File: config.mk
export PLATFORM = sky130hd
export DESIGN_NAME = clw_comms_loss_watchdog
export DESIGN_NICKNAME = d
export VERILOG_FILES = /design/src/rtl/clw_comms_loss_watchdog.v /design/src/rtl/clw_unit_tick.v
export VERILOG_INCLUDE_DIRS = /design/src /design/src/rtl
export SDC_FILE = /design/constraint.sdc
export NUM_CORES = 1
export LEC_CHECK = 0
export BUFFER_PORTS_ARGS = -buffer_cell sky130_fd_sc_hd__buf_4
export CAP_MARGIN = 20
export CORE_MARGIN = 3
export CORE_UTILIZATION = 35
export DETAILED_ROUTE_END_ITERATION = 10
export PLACE_DENSITY_LB_ADDON = 0.08
export SYNTH_ARGS = -nofsm -noshare
export SYNTH_HDL_FRONTEND = slang
export SYNTH_SLANG_ARGS = --single-unit
File: constraint.sdc
create_clock -name clk_in -period 3.9 [get_ports clk_in]
set_clock_uncertainty 0.2 [all_clocks]
set_input_delay 1.17 -clock clk_in [delete_from_list [all_inputs] [get_ports clk_in]]
set_output_delay 1.17 -clock clk_in [all_outputs]
set_load 0.01 [all_outputs]
File: src/rtl/clw_defs.vh
// Offsets, field positions, reset values, codes and timing counts of the watchdog.
`ifndef CLW_DEFS_VH
`define CLW_DEFS_VH

`define CLW_CLK_PERIOD_PS   5000
`define CLW_MS_TIME_PS      1000000000
`define CLW_MS_CYCLES       (`CLW_MS_TIME_PS / `CLW_CLK_PERIOD_PS)
`define CLW_TURN_TIME_NS    10000
`define CLW_TURN_CYCLES     ((`CLW_TURN_TIME_NS * 1000 + `CLW_CLK_PERIOD_PS - 1) / `CLW_CLK_PERIOD_PS)

`define CLW_OFF_CTRL        8'h00
`define CLW_OFF_TIMEOUT     8'h04
`define CLW_OFF_RECOVERY    8'h08
`define CLW_OFF_FLAG        8'h0C
`define CLW_OFF_INT_STATUS  8'h10
`define CLW_OFF_INT_MASK    8'h14

`define CLW_CTRL_POLICY     0
`define CLW_CTRL_TURN_EN    1
`define CLW_CTRL_PROTO_LO   2
`define CLW_CTRL_PROTO_HI   3
`define CLW_CTRL_RES_LO     4
`define CLW_CTRL_RES_HI     5

`define CLW_INT_RAISED      0
`define CLW_INT_CLEARED     1

`define CLW_POLICY_MANUAL   1'h0
`define CLW_POLICY_AUTO     1'h1
`define CLW_PROTO_NONE      2'h0
`define CLW_PROTO_RTU       2'h1
`define CLW_PROTO_TCP       2'h2
`define CLW_RES_MSEC        2'h0
`define CLW_RES_SEC         2'h1
`define CLW_RES_MIN         2'h2
`define CLW_RES_HOUR        2'h3

`define CLW_UNIT_MS_MSEC    22'h000001
`define CLW_UNIT_MS_SEC     22'h0003E8
`define CLW_UNIT_MS_MIN     22'h00EA60
`define CLW_UNIT_MS_HOUR    22'h36EE80

`define CLW_CONNS           4
`define CLW_RST_TIMEOUT     16'h0000
`define CLW_RST_RECOVERY    16'h0000

`endif

File: src/rtl/clw_comms_loss_watchdog.v
// Communications-loss watchdog with recovery, turnaround delay and APB registers.
//
// Notes on behaviour
// RULE_01: Clear policy 0 is manual, 1 automatic; reset value manual.
// RULE_02: Automatic mode waits a recovery delay after messages resume before clearing.
// RULE_03: Zero recovery delay clears the flag on the first valid message.
// RULE_04: Non-zero delay clears only if two messages arrive within the window.
// RULE_05: Flag reads 0 inactive, 1 active; set after inactivity exceeds timeout.
// RULE_06: Turnaround option inserts a pause between frame end and reply start.
// RULE_07: Turnaround pause applies only while the serial RTU protocol is selected.
// RULE_08: Resolution code 0 ms, 1 s, 2 min, 3 h scales time values.
// RULE_09: Timeout value is compared with time elapsed since last addressed.
// RULE_10: Over TCP every open connection must exceed the timeout.
// RULE_11: Turnaround length is a fixed parameterised cycle count.
//
// Register access over APB and the address map were decided locally.
`timescale 1ns/1ps
`default_nettype none
`include "clw_defs.vh"
module clw_comms_loss_watchdog #(
    parameter MS_CYCLES   = `CLW_MS_CYCLES,
    parameter TURN_CYCLES = `CLW_TURN_CYCLES
) (
    input  wire        clk_in,
    input  wire        rst_n_in,
    input  wire        psel_in,
    input  wire        penable_in,
    input  wire        pwrite_in,
    input  wire [7:0]  paddr_in,
    input  wire [31:0] pwdata_in,
    output wire        pready_out,
    output reg  [31:0] prdata_out,
    output reg         pslverr_out,
    input  wire [3:0]  conn_open_in,
    input  wire [3:0]  conn_msg_in,
    input  wire        rx_frame_end_in,
    input  wire        tx_request_in,
    output wire        tx_grant_out,
    output wire        comms_loss_flag_out,
    output wire [1:0]  time_value_resolution_out,
    output wire        irq_out
);
    localparam ST_OK      = 2'h0;
    localparam ST_LOST    = 2'h1;
    localparam ST_RECOVER = 2'h2;

    reg         loss_clear_policy;
    reg         turnaround_en;
    reg  [1:0]  protocol;
    reg  [1:0]  time_value_resolution;
    reg  [15:0] inactivity_timeout;
    reg  [15:0] loss_recovery_delay;
    reg  [1:0]  int_status;
    reg  [1:0]  int_mask;
    reg         comms_loss_flag;
    reg  [1:0]  state;
    reg  [1:0]  next_state;
    reg  [15:0] win_timer;
    reg  [1:0]  win_msgs;
    reg  [16:0] elapsed [0:`CLW_CONNS-1];
    reg         expired_all_q;
    reg  [11:0] turn_hold;
    wire        unit_tick;
    wire [3:0]  conn_expired;
    wire        expired_all;
    wire        armed;
    wire        is_rtu;
    wire        is_tcp;
    wire        any_msg;
    wire        set_loss;
    wire        sw_clear;
    wire        win_end;
    reg         hw_clear;
    wire        wr_en;
    wire        rd_setup;

    function reg_hit;
        input [7:0] addr;
        input [7:0] off;
        begin
            reg_hit = (addr == off);
        end
    endfunction

    function mapped;
        input [7:0] addr;
        begin
            mapped = reg_hit(addr, `CLW_OFF_CTRL) | reg_hit(addr, `CLW_OFF_TIMEOUT) |
                     reg_hit(addr, `CLW_OFF_RECOVERY) | reg_hit(addr, `CLW_OFF_FLAG) |
                     reg_hit(addr, `CLW_OFF_INT_STATUS) | reg_hit(addr, `CLW_OFF_INT_MASK);
        end
    endfunction

    assign wr_en    = psel_in & penable_in & pwrite_in;
    assign rd_setup = psel_in & ~penable_in;

    assign pready_out                = 1'b1;
    assign comms_loss_flag_out       = comms_loss_flag;
    assign time_value_resolution_out = time_value_resolution;
    assign irq_out                   = |(int_status & int_mask);

    assign is_rtu = (protocol == `CLW_PROTO_RTU);
    assign is_tcp = (protocol == `CLW_PROTO_TCP);
    assign armed  = (inactivity_timeout != 16'h0000) & (is_rtu | is_tcp);

    // Only connection 0 carries the serial link; TCP traffic may come on any.
    assign any_msg = is_rtu ? conn_msg_in[0] : (is_tcp & (|conn_msg_in));

    clw_unit_tick #(
        .MS_CYCLES (MS_CYCLES)
    ) u_tick (
        .clk_in        (clk_in),
        .rst_n_in      (rst_n_in),
        .res_in        (time_value_resolution),
        .unit_tick_out (unit_tick)
    );

    // Per-connection elapsed time since last addressed, in resolution units.
    genvar gi;
    generate
        for (gi = 0; gi < `CLW_CONNS; gi = gi + 1) begin : g_conn
            always @(posedge clk_in) begin
                if (!rst_n_in) begin
                    elapsed[gi] <= 17'h00000;
                end else if (conn_msg_in[gi]) begin
                    elapsed[gi] <= 17'h00000;
                end else if (unit_tick && elapsed[gi] != 17'h1FFFF) begin
                    elapsed[gi] <= elapsed[gi] + 17'h00001;
                end
            end
            if (gi == 0) begin : g_first
                assign conn_expired[gi] = (elapsed[gi] > {1'b0, inactivity_timeout}) | // [RULE_09]
                                          (is_tcp & ~conn_open_in[gi]);
            end else begin : g_rest
                assign conn_expired[gi] = (elapsed[gi] > {1'b0, inactivity_timeout}) |
                                          ~is_tcp | ~conn_open_in[gi]; // [RULE_10]
            end
        end
    endgenerate

    assign expired_all = armed & (&conn_expired); // [RULE_10]

    // The flag rises on the moment the last live connection runs out.
    assign set_loss = expired_all & ~expired_all_q; // [RULE_05]

    always @(posedge clk_in) begin
        if (!rst_n_in) begin
            expired_all_q <= 1'b1;
        end else begin
            expired_all_q <= expired_all;
        end
    end

    // Writing zero to the flag bit clears it; this is the manual path.
    assign sw_clear = wr_en & reg_hit(paddr_in, `CLW_OFF_FLAG) & ~pwdata_in[0]; // [RULE_01]

    assign win_end = unit_tick & (win_timer + 16'h0001 >= loss_recovery_delay);

    always @* begin
        next_state = state;
        hw_clear   = 1'b0;
        case (state)
            ST_OK: begin
                if (set_loss) begin
                    next_state = ST_LOST;
                end
            end
            ST_LOST: begin
                if (loss_clear_policy == `CLW_POLICY_AUTO && any_msg) begin // [RULE_01]
                    if (loss_recovery_delay == 16'h0000) begin
                        hw_clear   = 1'b1; // [RULE_03]
                        next_state = ST_OK;
                    end else begin
                        next_state = ST_RECOVER; // [RULE_02]
                    end
                end
            end
            ST_RECOVER: begin
                if (loss_clear_policy != `CLW_POLICY_AUTO) begin
                    next_state = ST_LOST;
                end else if (win_end) begin
                    if (win_msgs >= 2'h2 || (win_msgs == 2'h1 && any_msg)) begin
                        hw_clear   = 1'b1; // [RULE_04]
                        next_state = ST_OK;
                    end else begin
                        next_state = ST_LOST;
                    end
                end
            end
            default: begin
                next_state = ST_OK;
            end
        endcase
        if (set_loss) begin
            next_state = ST_LOST;
            hw_clear   = 1'b0;
        end else if (sw_clear) begin
            next_state = ST_OK;
        end
    end

    // Recovery window timer and message count.
    always @(posedge clk_in) begin
        if (!rst_n_in) begin
            state     <= ST_OK;
            win_timer <= 16'h0000;
            win_msgs  <= 2'h0;
        end else begin
            state <= next_state;
            if (state != ST_RECOVER) begin
                win_timer <= 16'h0000;
                win_msgs  <= any_msg ? 2'h1 : 2'h0;
            end else begin
                if (unit_tick) begin
                    win_timer <= win_timer + 16'h0001; // [RULE_02]
                end
                if (any_msg && win_msgs != 2'h2) begin
                    win_msgs <= win_msgs + 2'h1; // [RULE_04]
                end
            end
        end
    end

    // Set wins over either clear in the same cycle.
    always @(posedge clk_in) begin
        if (!rst_n_in) begin
            comms_loss_flag <= 1'b0;
        end else if (set_loss) begin
            comms_loss_flag <= 1'b1; // [RULE_05]
        end else if (sw_clear || hw_clear) begin
            comms_loss_flag <= 1'b0;
        end
    end

    // Turnaround hold-off after a received frame, serial RTU only.
    always @(posedge clk_in) begin
        if (!rst_n_in) begin
            turn_hold <= 12'h000;
        end else if (rx_frame_end_in && turnaround_en && is_rtu) begin // [RULE_07]
            turn_hold <= TURN_CYCLES[11:0]; // [RULE_11]
        end else if (turn_hold != 12'h000) begin
            turn_hold <= turn_hold - 12'h001;
        end
    end

    assign tx_grant_out = tx_request_in & (turn_hold == 12'h000); // [RULE_06]

    // Configuration registers.
    always @(posedge clk_in) begin
        if (!rst_n_in) begin
            loss_clear_policy     <= `CLW_POLICY_MANUAL; // [RULE_01]
            turnaround_en         <= 1'b0;
            protocol              <= `CLW_PROTO_NONE;
            time_value_resolution <= `CLW_RES_MSEC; // [RULE_08]
            inactivity_timeout    <= `CLW_RST_TIMEOUT;
            loss_recovery_delay   <= `CLW_RST_RECOVERY;
            int_mask              <= 2'h0;
        end else if (wr_en) begin
            if (reg_hit(paddr_in, `CLW_OFF_CTRL)) begin
                loss_clear_policy     <= pwdata_in[`CLW_CTRL_POLICY];
                turnaround_en         <= pwdata_in[`CLW_CTRL_TURN_EN];
                protocol              <= pwdata_in[`CLW_CTRL_PROTO_HI:`CLW_CTRL_PROTO_LO];
                time_value_resolution <= pwdata_in[`CLW_CTRL_RES_HI:`CLW_CTRL_RES_LO];
            end
            if (reg_hit(paddr_in, `CLW_OFF_TIMEOUT)) begin
                inactivity_timeout <= pwdata_in[15:0];
            end
            if (reg_hit(paddr_in, `CLW_OFF_RECOVERY)) begin
                loss_recovery_delay <= pwdata_in[15:0];
            end
            if (reg_hit(paddr_in, `CLW_OFF_INT_MASK)) begin
                int_mask <= pwdata_in[1:0];
            end
        end
    end

    // Sticky event bits, write one to clear, set wins.
    always @(posedge clk_in) begin
        if (!rst_n_in) begin
            int_status <= 2'h0;
        end else begin
            if (set_loss) begin
                int_status[`CLW_INT_RAISED] <= 1'b1;
            end else if (wr_en && reg_hit(paddr_in, `CLW_OFF_INT_STATUS) &&
                         pwdata_in[`CLW_INT_RAISED]) begin
                int_status[`CLW_INT_RAISED] <= 1'b0;
            end
            if (comms_loss_flag && !set_loss && (sw_clear || hw_clear)) begin
                int_status[`CLW_INT_CLEARED] <= 1'b1;
            end else if (wr_en && reg_hit(paddr_in, `CLW_OFF_INT_STATUS) &&
                         pwdata_in[`CLW_INT_CLEARED]) begin
                int_status[`CLW_INT_CLEARED] <= 1'b0;
            end
        end
    end

    // Read data and error are captured in the setup cycle.
    always @(posedge clk_in) begin
        if (!rst_n_in) begin
            prdata_out  <= 32'h00000000;
            pslverr_out <= 1'b0;
        end else if (rd_setup) begin
            pslverr_out <= ~mapped(paddr_in);
            prdata_out  <= 32'h00000000;
            if (reg_hit(paddr_in, `CLW_OFF_CTRL) && !pwrite_in) begin
                prdata_out <= {26'h0000000, time_value_resolution, protocol,
                               turnaround_en, loss_clear_policy};
            end
            if (reg_hit(paddr_in, `CLW_OFF_TIMEOUT) && !pwrite_in) begin
                prdata_out <= {16'h0000, inactivity_timeout};
            end
            if (reg_hit(paddr_in, `CLW_OFF_RECOVERY) && !pwrite_in) begin
                prdata_out <= {16'h0000, loss_recovery_delay};
            end
            if (reg_hit(paddr_in, `CLW_OFF_FLAG) && !pwrite_in) begin
                prdata_out <= {29'h00000000, state, comms_loss_flag}; // [RULE_05]
            end
            if (reg_hit(paddr_in, `CLW_OFF_INT_STATUS) && !pwrite_in) begin
                prdata_out <= {30'h00000000, int_status};
            end
            if (reg_hit(paddr_in, `CLW_OFF_INT_MASK) && !pwrite_in) begin
                prdata_out <= {30'h00000000, int_mask};
            end
        end
    end
endmodule
`default_nettype wire

File: src/rtl/clw_unit_tick.v
// Pulse generator that marks one period of the selected time resolution.
`timescale 1ns/1ps
`default_nettype none
`include "clw_defs.vh"
module clw_unit_tick #(
    parameter MS_CYCLES = `CLW_MS_CYCLES
) (
    input  wire       clk_in,
    input  wire       rst_n_in,
    input  wire [1:0] res_in,
    output reg        unit_tick_out
);
    reg  [17:0] ms_cnt;
    reg  [21:0] unit_cnt;
    reg  [1:0]  res_q;
    wire        ms_tick;

    function [21:0] unit_ms;
        input [1:0] res;
        begin
            case (res)
                `CLW_RES_MSEC: unit_ms = `CLW_UNIT_MS_MSEC;
                `CLW_RES_SEC:  unit_ms = `CLW_UNIT_MS_SEC;
                `CLW_RES_MIN:  unit_ms = `CLW_UNIT_MS_MIN;
                default:       unit_ms = `CLW_UNIT_MS_HOUR;
            endcase
        end
    endfunction

    assign ms_tick = (ms_cnt == MS_CYCLES[17:0] - 18'h00001);

    // Millisecond prescaler, then a count of milliseconds per unit.
    always @(posedge clk_in) begin
        if (!rst_n_in) begin
            ms_cnt        <= 18'h00000;
            unit_cnt      <= 22'h000000;
            res_q         <= `CLW_RES_MSEC;
            unit_tick_out <= 1'b0;
        end else begin
            res_q         <= res_in;
            unit_tick_out <= 1'b0;
            if (res_q != res_in) begin
                ms_cnt   <= 18'h00000;
                unit_cnt <= 22'h000000;
            end else if (ms_tick) begin
                ms_cnt <= 18'h00000;
                if (unit_cnt == unit_ms(res_q) - 22'h000001) begin // [RULE_08]
                    unit_cnt      <= 22'h000000;
                    unit_tick_out <= 1'b1;
                end else begin
                    unit_cnt <= unit_cnt + 22'h000001;
                end
            end else begin
                ms_cnt <= ms_cnt + 18'h00001;
            end
        end
    end
endmodule
`default_nettype wire

# ---- Word-level counts from Yosys, hierarchy flattened
# Memory sizes are Yosys's and may differ from the RTL's.
# Cells that the tools add are included.
dict set report totals {
  mem_count 1
  output_inout_bits 39
  latchBits 0
  romBits 0
  inputBits 55
  ram_bits 68
  ff_bits 152
}
# memory words word_bits rd rd_clocked_by_memory_dff write_ports line_no
set memory_table {}
lappend memory_table {elapsed 4 17 4 0 4 clw_comms_loss_watchdog.v:60} ;# reg [16:0] elapsed [0:`CLW_CONNS-1];
dict set report classes {
  order_cmp 6
  n_div 0
  mux 76
  eq_ne 26
  addsub 10
  n_mul 0
  n_bitwise 46
  shifts 0
  reduce_logical 51
}
# op count
set op_table {}
lappend op_table {{$mux 32} 5}
lappend op_table {{$mux 17} 8}
lappend op_table {{$mux 22} 4}
lappend op_table {{$add 17x1->17 const B} 4}
lappend op_table {{$gt 17x16->1} 4}
lappend op_table {{$ne 17x17->1 const B} 4}
lappend op_table {{$pmux 22 s3} 1}
lappend op_table {{$mux 1} 47}
lappend op_table {{$add 22x1->22 const B} 1}
lappend op_table {{$eq 22x22->1} 1}
lappend op_table {{$mux 11} 2}
lappend op_table {{$sub 22x1->22 const B} 1}
lappend op_table {{$or 1x1->1} 21}
lappend op_table {{$logic_and 1x1->1} 20}
lappend op_table {{$add 18x1->18 const B} 1}
lappend op_table {{$eq 18x18->1 const B} 1}
lappend op_table {{$add 16x1->16 const B} 1}
lappend op_table {{$eq 8x4->1 const B} 2}
lappend op_table {{$eq 8x5->1 const B} 2}
lappend op_table {{$ge 16x16->1} 1}
lappend op_table {{$logic_not 16->1} 1}
lappend op_table {{$reduce_bool 16->1} 1}
lappend op_table {{$and 1x1->1} 12}
lappend op_table {{$logic_not 12->1} 1}
lappend op_table {{29 further kinds} 69}

# ---- Longest topological paths before layout
dict set report depth {
  ltp_word 13
  ltp_mapped 16
}

# ---- Modules after synthesis
# A second synthesis with hierarchy kept.
dict set report hier_totals {
  cells_unflattened 1389
  hier_area_um2 12140.4
}
# mod area_per_inst_um2 cells_per_inst seq_area_each_um2 instances
set modules_own_cells {}
lappend modules_own_cells {clw_comms_loss_watchdog 9963.3 1138 3903.7 1}
lappend modules_own_cells {clw_unit_tick 2177.1 251 860.8 1}

# ---- Worst setup path before layout
# No wires, ideal clock.
dict set report synth_timing {
  path_kind {register to register}
  startpoint {register win_timer[0]}
  endpoint {register state[1]}
  synth_period_minus_slack_ns 3.385
  setup_ns 0.078
  t_arrival_ns 3.108
  stages_incl_launch_ff 17
  setup_slack_ns 0.515
  n_path_buf 1
  required_time_ns 3.622
  cell_sequence {dfxtp_1 -> ha_1 -> nand3_1 -> nor2_1 -> and3_1 -> and3_1 -> clkbuf_1 -> nand3_1 -> xnor2_1 -> ha_1 -> nand3_1 -> nor2_1 -> a22oi_1 -> o21ai_0 -> o21ai_0 -> mux2_2 -> nor3_1}
}
dict set report synth_between {
  elab_chain_len 5
}
# item line_no
set synth_rtl {}
lappend synth_rtl {{from (decl)} clw_comms_loss_watchdog.v:58} ;# reg [15:0] win_timer;
lappend synth_rtl {{from (signal assigned)} clw_comms_loss_watchdog.v:215} ;# win_timer <= win_timer + 16'h0001;
lappend synth_rtl {{$add 16x1->16} clw_comms_loss_watchdog.v:157} ;# assign win_end = unit_tick & (win_timer + 16'h0001 >= loss_recovery_delay);
lappend synth_rtl {{$ge 16x16->1} clw_comms_loss_watchdog.v:157}
lappend synth_rtl {{$and 1x1->1} clw_comms_loss_watchdog.v:157}
lappend synth_rtl {{$ne 3x3->1 (no source line)} --}
lappend synth_rtl {{$reduce_and 3->1 (no source line)} --}
lappend synth_rtl {{to (signal assigned)} clw_comms_loss_watchdog.v:209} ;# state <= next_state;
lappend synth_rtl {{to (decl)} clw_comms_loss_watchdog.v:56} ;# reg [1:0] state;
# Every way passes these cells.
# A chain may end at the register's enable or synchronous reset.

# ---- Worst setup path in the final report
dict set report layout_timing {
  startpoint {register turn_hold[4]}
  endpoint {output port tx_grant_out}
}
dict set report layout_between {
  elab_chain_len 2
}
# item line_no
set layout_rtl {}
lappend layout_rtl {{from (decl)} clw_comms_loss_watchdog.v:62} ;# reg [11:0] turn_hold;
lappend layout_rtl {{from (signal assigned)} clw_comms_loss_watchdog.v:240} ;# turn_hold <= TURN_CYCLES[11:0];
lappend layout_rtl {{from (signal assigned)} clw_comms_loss_watchdog.v:242} ;# turn_hold <= turn_hold - 12'h001;
lappend layout_rtl {{$logic_not 12->1} clw_comms_loss_watchdog.v:246} ;# assign tx_grant_out = tx_request_in & (turn_hold == 12'h000);
lappend layout_rtl {{$and 1x1->1} clw_comms_loss_watchdog.v:246}
lappend layout_rtl {{to (decl)} clw_comms_loss_watchdog.v:38} ;# output wire tx_grant_out,
# Every way passes these cells.

==> metrics <==
outcome=complete, no violations; DRC=0; post-synthesis sequential area ratio=39.68%; slowest CP cell=or4_1; chip width=191.2 um; GRT Util Overall=16.88%; Tot Pwr=5.469 mW; Hold WC Path Type=reg -> reg; Worst Setup SP=turn_hold[4]$_SDFFE_PN0P_; CP required=2.53 ns; endpoints failing hold=0; die area=0.03656 mm2; layout cell share with drive strength beyond 1=10.01%; initial antenna violation count=0; synth cell count leaders=159 x nor2_1, 136 x dfxtp_1, 115 x nand2_1; Antenna Nets Post-Route=0; largest family of logic cells by synthesized area=simple AND/OR/NAND/NOR gates; fmax=0.2717 GHz; FF+latch count, synth=204; Setup CP Type=reg -> out; Synth Area in Compound Gates=8.399%; Detailed Routing Iterations Pass 1=9; CP Max Fanout=6; PnR worst setup slack=0.2191 ns; VDD IR max=0.0004067 V; clk_lat worst skew=0.53 ns; Period minus WS final=3.681 ns; DP HPWL=22.23 mm; r2r endpoint=state[1]$_SDFFE_PP0P_; cells along the critical path=or4_1 -> nor4_1 -> nand4b_1 -> nor2_1 -> buf_4; Synth Area in Simple Gates=23.30%; crit path to=tx_grant_out; Ant. Diodes=0; Rel. slew slack=40.44%; CTS buffer count=26; CP Launch Type=register; routed vias/inst=4.958; average wire per cell in the routed design=16.45 um; max cap viols=0; Final GP Congestion=0.7704; Crit path max-delay family=simple AND/OR/NAND/NOR gates; Post-synth EDFFs=68; XOR/XNOR Fraction of Synth Area=9.483%; Initial Util=35.63%; Crit. End Element=output port; Fillers=3457; Buf/Inv on CP=1; library cells used by synthesis=62; largest area contributor in the netlist=dfxtp_1; H-tree depth=1; initial DRC count=500; first-pass GRT wire length=49.57 mm; worst reg-to-reg setup slack=0.35 ns; Hold Slack=0.2563 ns; num rows=67; vias in the first global route=8984; Worst-Margin Slew=0.8907 ns; DRT Wirelength=30.54 mm; Fin Setup TNS=0 ns; Die H=191.2 um; Root Buffer=clkbuf_16; CORE AREA=0.03370 mm2; Crit. path cell count=5; max-slew violations=0; Synth Cell Area=0.01201 mm2; CTS Hold Bufs=0; Main synth FF type=dfxtp_1; Yosys top cell area share=22.68%; vias=9202; Place WS=0.1705 ns; PortBufs=60; Area Growth Syn to Fin=15.73%; fraction of registers with async set/reset=0%; Post-Syn Instances=1317; io pins=94; mux cell area share after synthesis=3.293%; Final Cycle Share=94.38%; Synth Warn #=0; final net count=1549; Final Setup Violations=0; library cell with the highest instance count after synthesis=nor2_1; fraction of the mapped netlist area in adder cells=11.05%; largest net degree at the start of global routing=59; P_leak=5.520 nW; reg2reg path depth=14; RSZ-0062 raised after global routing=false; Worst-path clk slew=0.05 ns; final instance area=0.01389 mm2; Power Dens Cells=393.6 mW/mm2; Inst Count DP=1807; Worst Path Arrival=2.31 ns; Synth area leaders=dfxtp_1 23%, edfxtp_1 17%, ha_1 11%, xor2_1 6.6%, nor2_1 5.0%; FF-to-FF Start=win_timer[0]$_SDFFE_PP0P_; slowest stage delay, CP=0.60 ns; Core Util, Final=41.23%; non-filler instance count after layout=1856; CTS sink cnt=204; Avg Inst Size Synth=9.117 um2; CTS tree=yes; dpl cell area=0.01296 mm2; CTS max path bufs=3; remaining global-route overflow=0
## report_power, final
group	switching (mW)	leakage, nW	total [mW]	internal [mW]
sequential	0.0940	1.84	2.38	2.29
combinational	0.288	3.24	0.545	0.257
clock	0.949	0.446	2.54	1.59
## final cells by class
type                            count  area, um2  share of cell area (%)
Timing Repair Buffer               87      663.1                   4.773
Multi-Input combinational cell   1002       6733                   48.46
Clock inverter                     13      143.9                   1.036
Clock buffer                       35      778.2                   5.601
Sequential cell                   204       4765                   34.29
Inverter                           67      251.5                   1.810
Tap cell                          448      560.5                   4.034
## timing repair
action	in CTS	in global routing
pin swaps	1	0
endpoints found under the hold margin	0	0
setup buffers	1	0
setup endpoints to repair	1	2
gates resized for setup	0	3
## worst register-to-register path, stage by stage (launching register included)
cell and delay [ns]:
dfxtp_1 0.39, and3_1 0.23, and3_1 0.20, and4_2 0.30
and4_1 0.24, xor2_1 0.21, ha_1 0.29, a21oi_1 0.15
o21ai_0 0.10, a22oi_1 0.18, o21ai_0 0.13, buf_4 0.17
o21ai_1 0.18, mux2_2 0.35, nor3_1 0.16
## cells by family (layout without fill, tap and decap cells)
kind of cell,after synthesis,after routing
buf+inv,126,202
other cells,2,17
flops,204,204
mux,39,39
simple gates,553,553
compound gates,157,157
xor+xnor,130,130
fa+ha+maj,106,106
## registers in the layout, indices dropped and copies added (netlist names)
name	flops
turn_hold	12
int_status	2
prdata_out	16
win_timer	16
protocol	2
win_msgs	2
time_value_resolution_out	2
comms_loss_flag_out	1
inactivity_timeout	16
u_tick.res_q	2
elapsed	68
int_mask	2
pslverr_out	1
loss_clear_policy	1
u_tick.unit_cnt	22
u_tick.unit_tick_out	1
state	2
loss_recovery_delay	16
expired_all_q	1
turnaround_en	1
u_tick.ms_cnt	18
## placed cells by master (no fill, tap or decap), drive strengths merged, types with 7 or more instances in the layout
master and instances:
nor2 159, dfxtp 136, nand2 115, ha 106, xor2 91, buf 87
edfxtp 68, inv 67, nand3 59, o21ai 41, xnor2 39, nor2b 39
a21oi 36, mux2i 35, clkbuf 35, nand4 33, and3 26, and2 26
nor3 21, nor4 19, a21boi 17, a22oi 17, conb 17, and4 15
or3 12, a21o 9, a211oi 7, clkinv 7
## layer usage
metal	up-vias	routed length [um]	global-route usage, %
li1	4730	-	-
met1	4304	15390	24.09
met3	43	1098	2.347
met5	-	0	0
met4	0	614	3.810
met2	125	13430	27.11
## worst min-delay path by stage
stage,from,depth (start not counted),endpoint
floorplan,u_tick.ms_cnt[0]$_SDFF_PP0_,1,u_tick.ms_cnt[0]$_SDFF_PP0_
global placement,u_tick.ms_cnt[0]$_SDFF_PP0_,1,u_tick.ms_cnt[0]$_SDFF_PP0_
detailed placement,u_tick.ms_cnt[0]$_SDFF_PP0_,1,u_tick.ms_cnt[0]$_SDFF_PP0_
CTS,u_tick.ms_cnt[0]$_SDFF_PP0_,1,u_tick.ms_cnt[0]$_SDFF_PP0_
global route,u_tick.ms_cnt[0]$_SDFF_PP0_,1,u_tick.ms_cnt[0]$_SDFF_PP0_
finish,u_tick.ms_cnt[0]$_SDFF_PP0_,1,u_tick.ms_cnt[0]$_SDFF_PP0_
(Power assumes the default switching activity.)
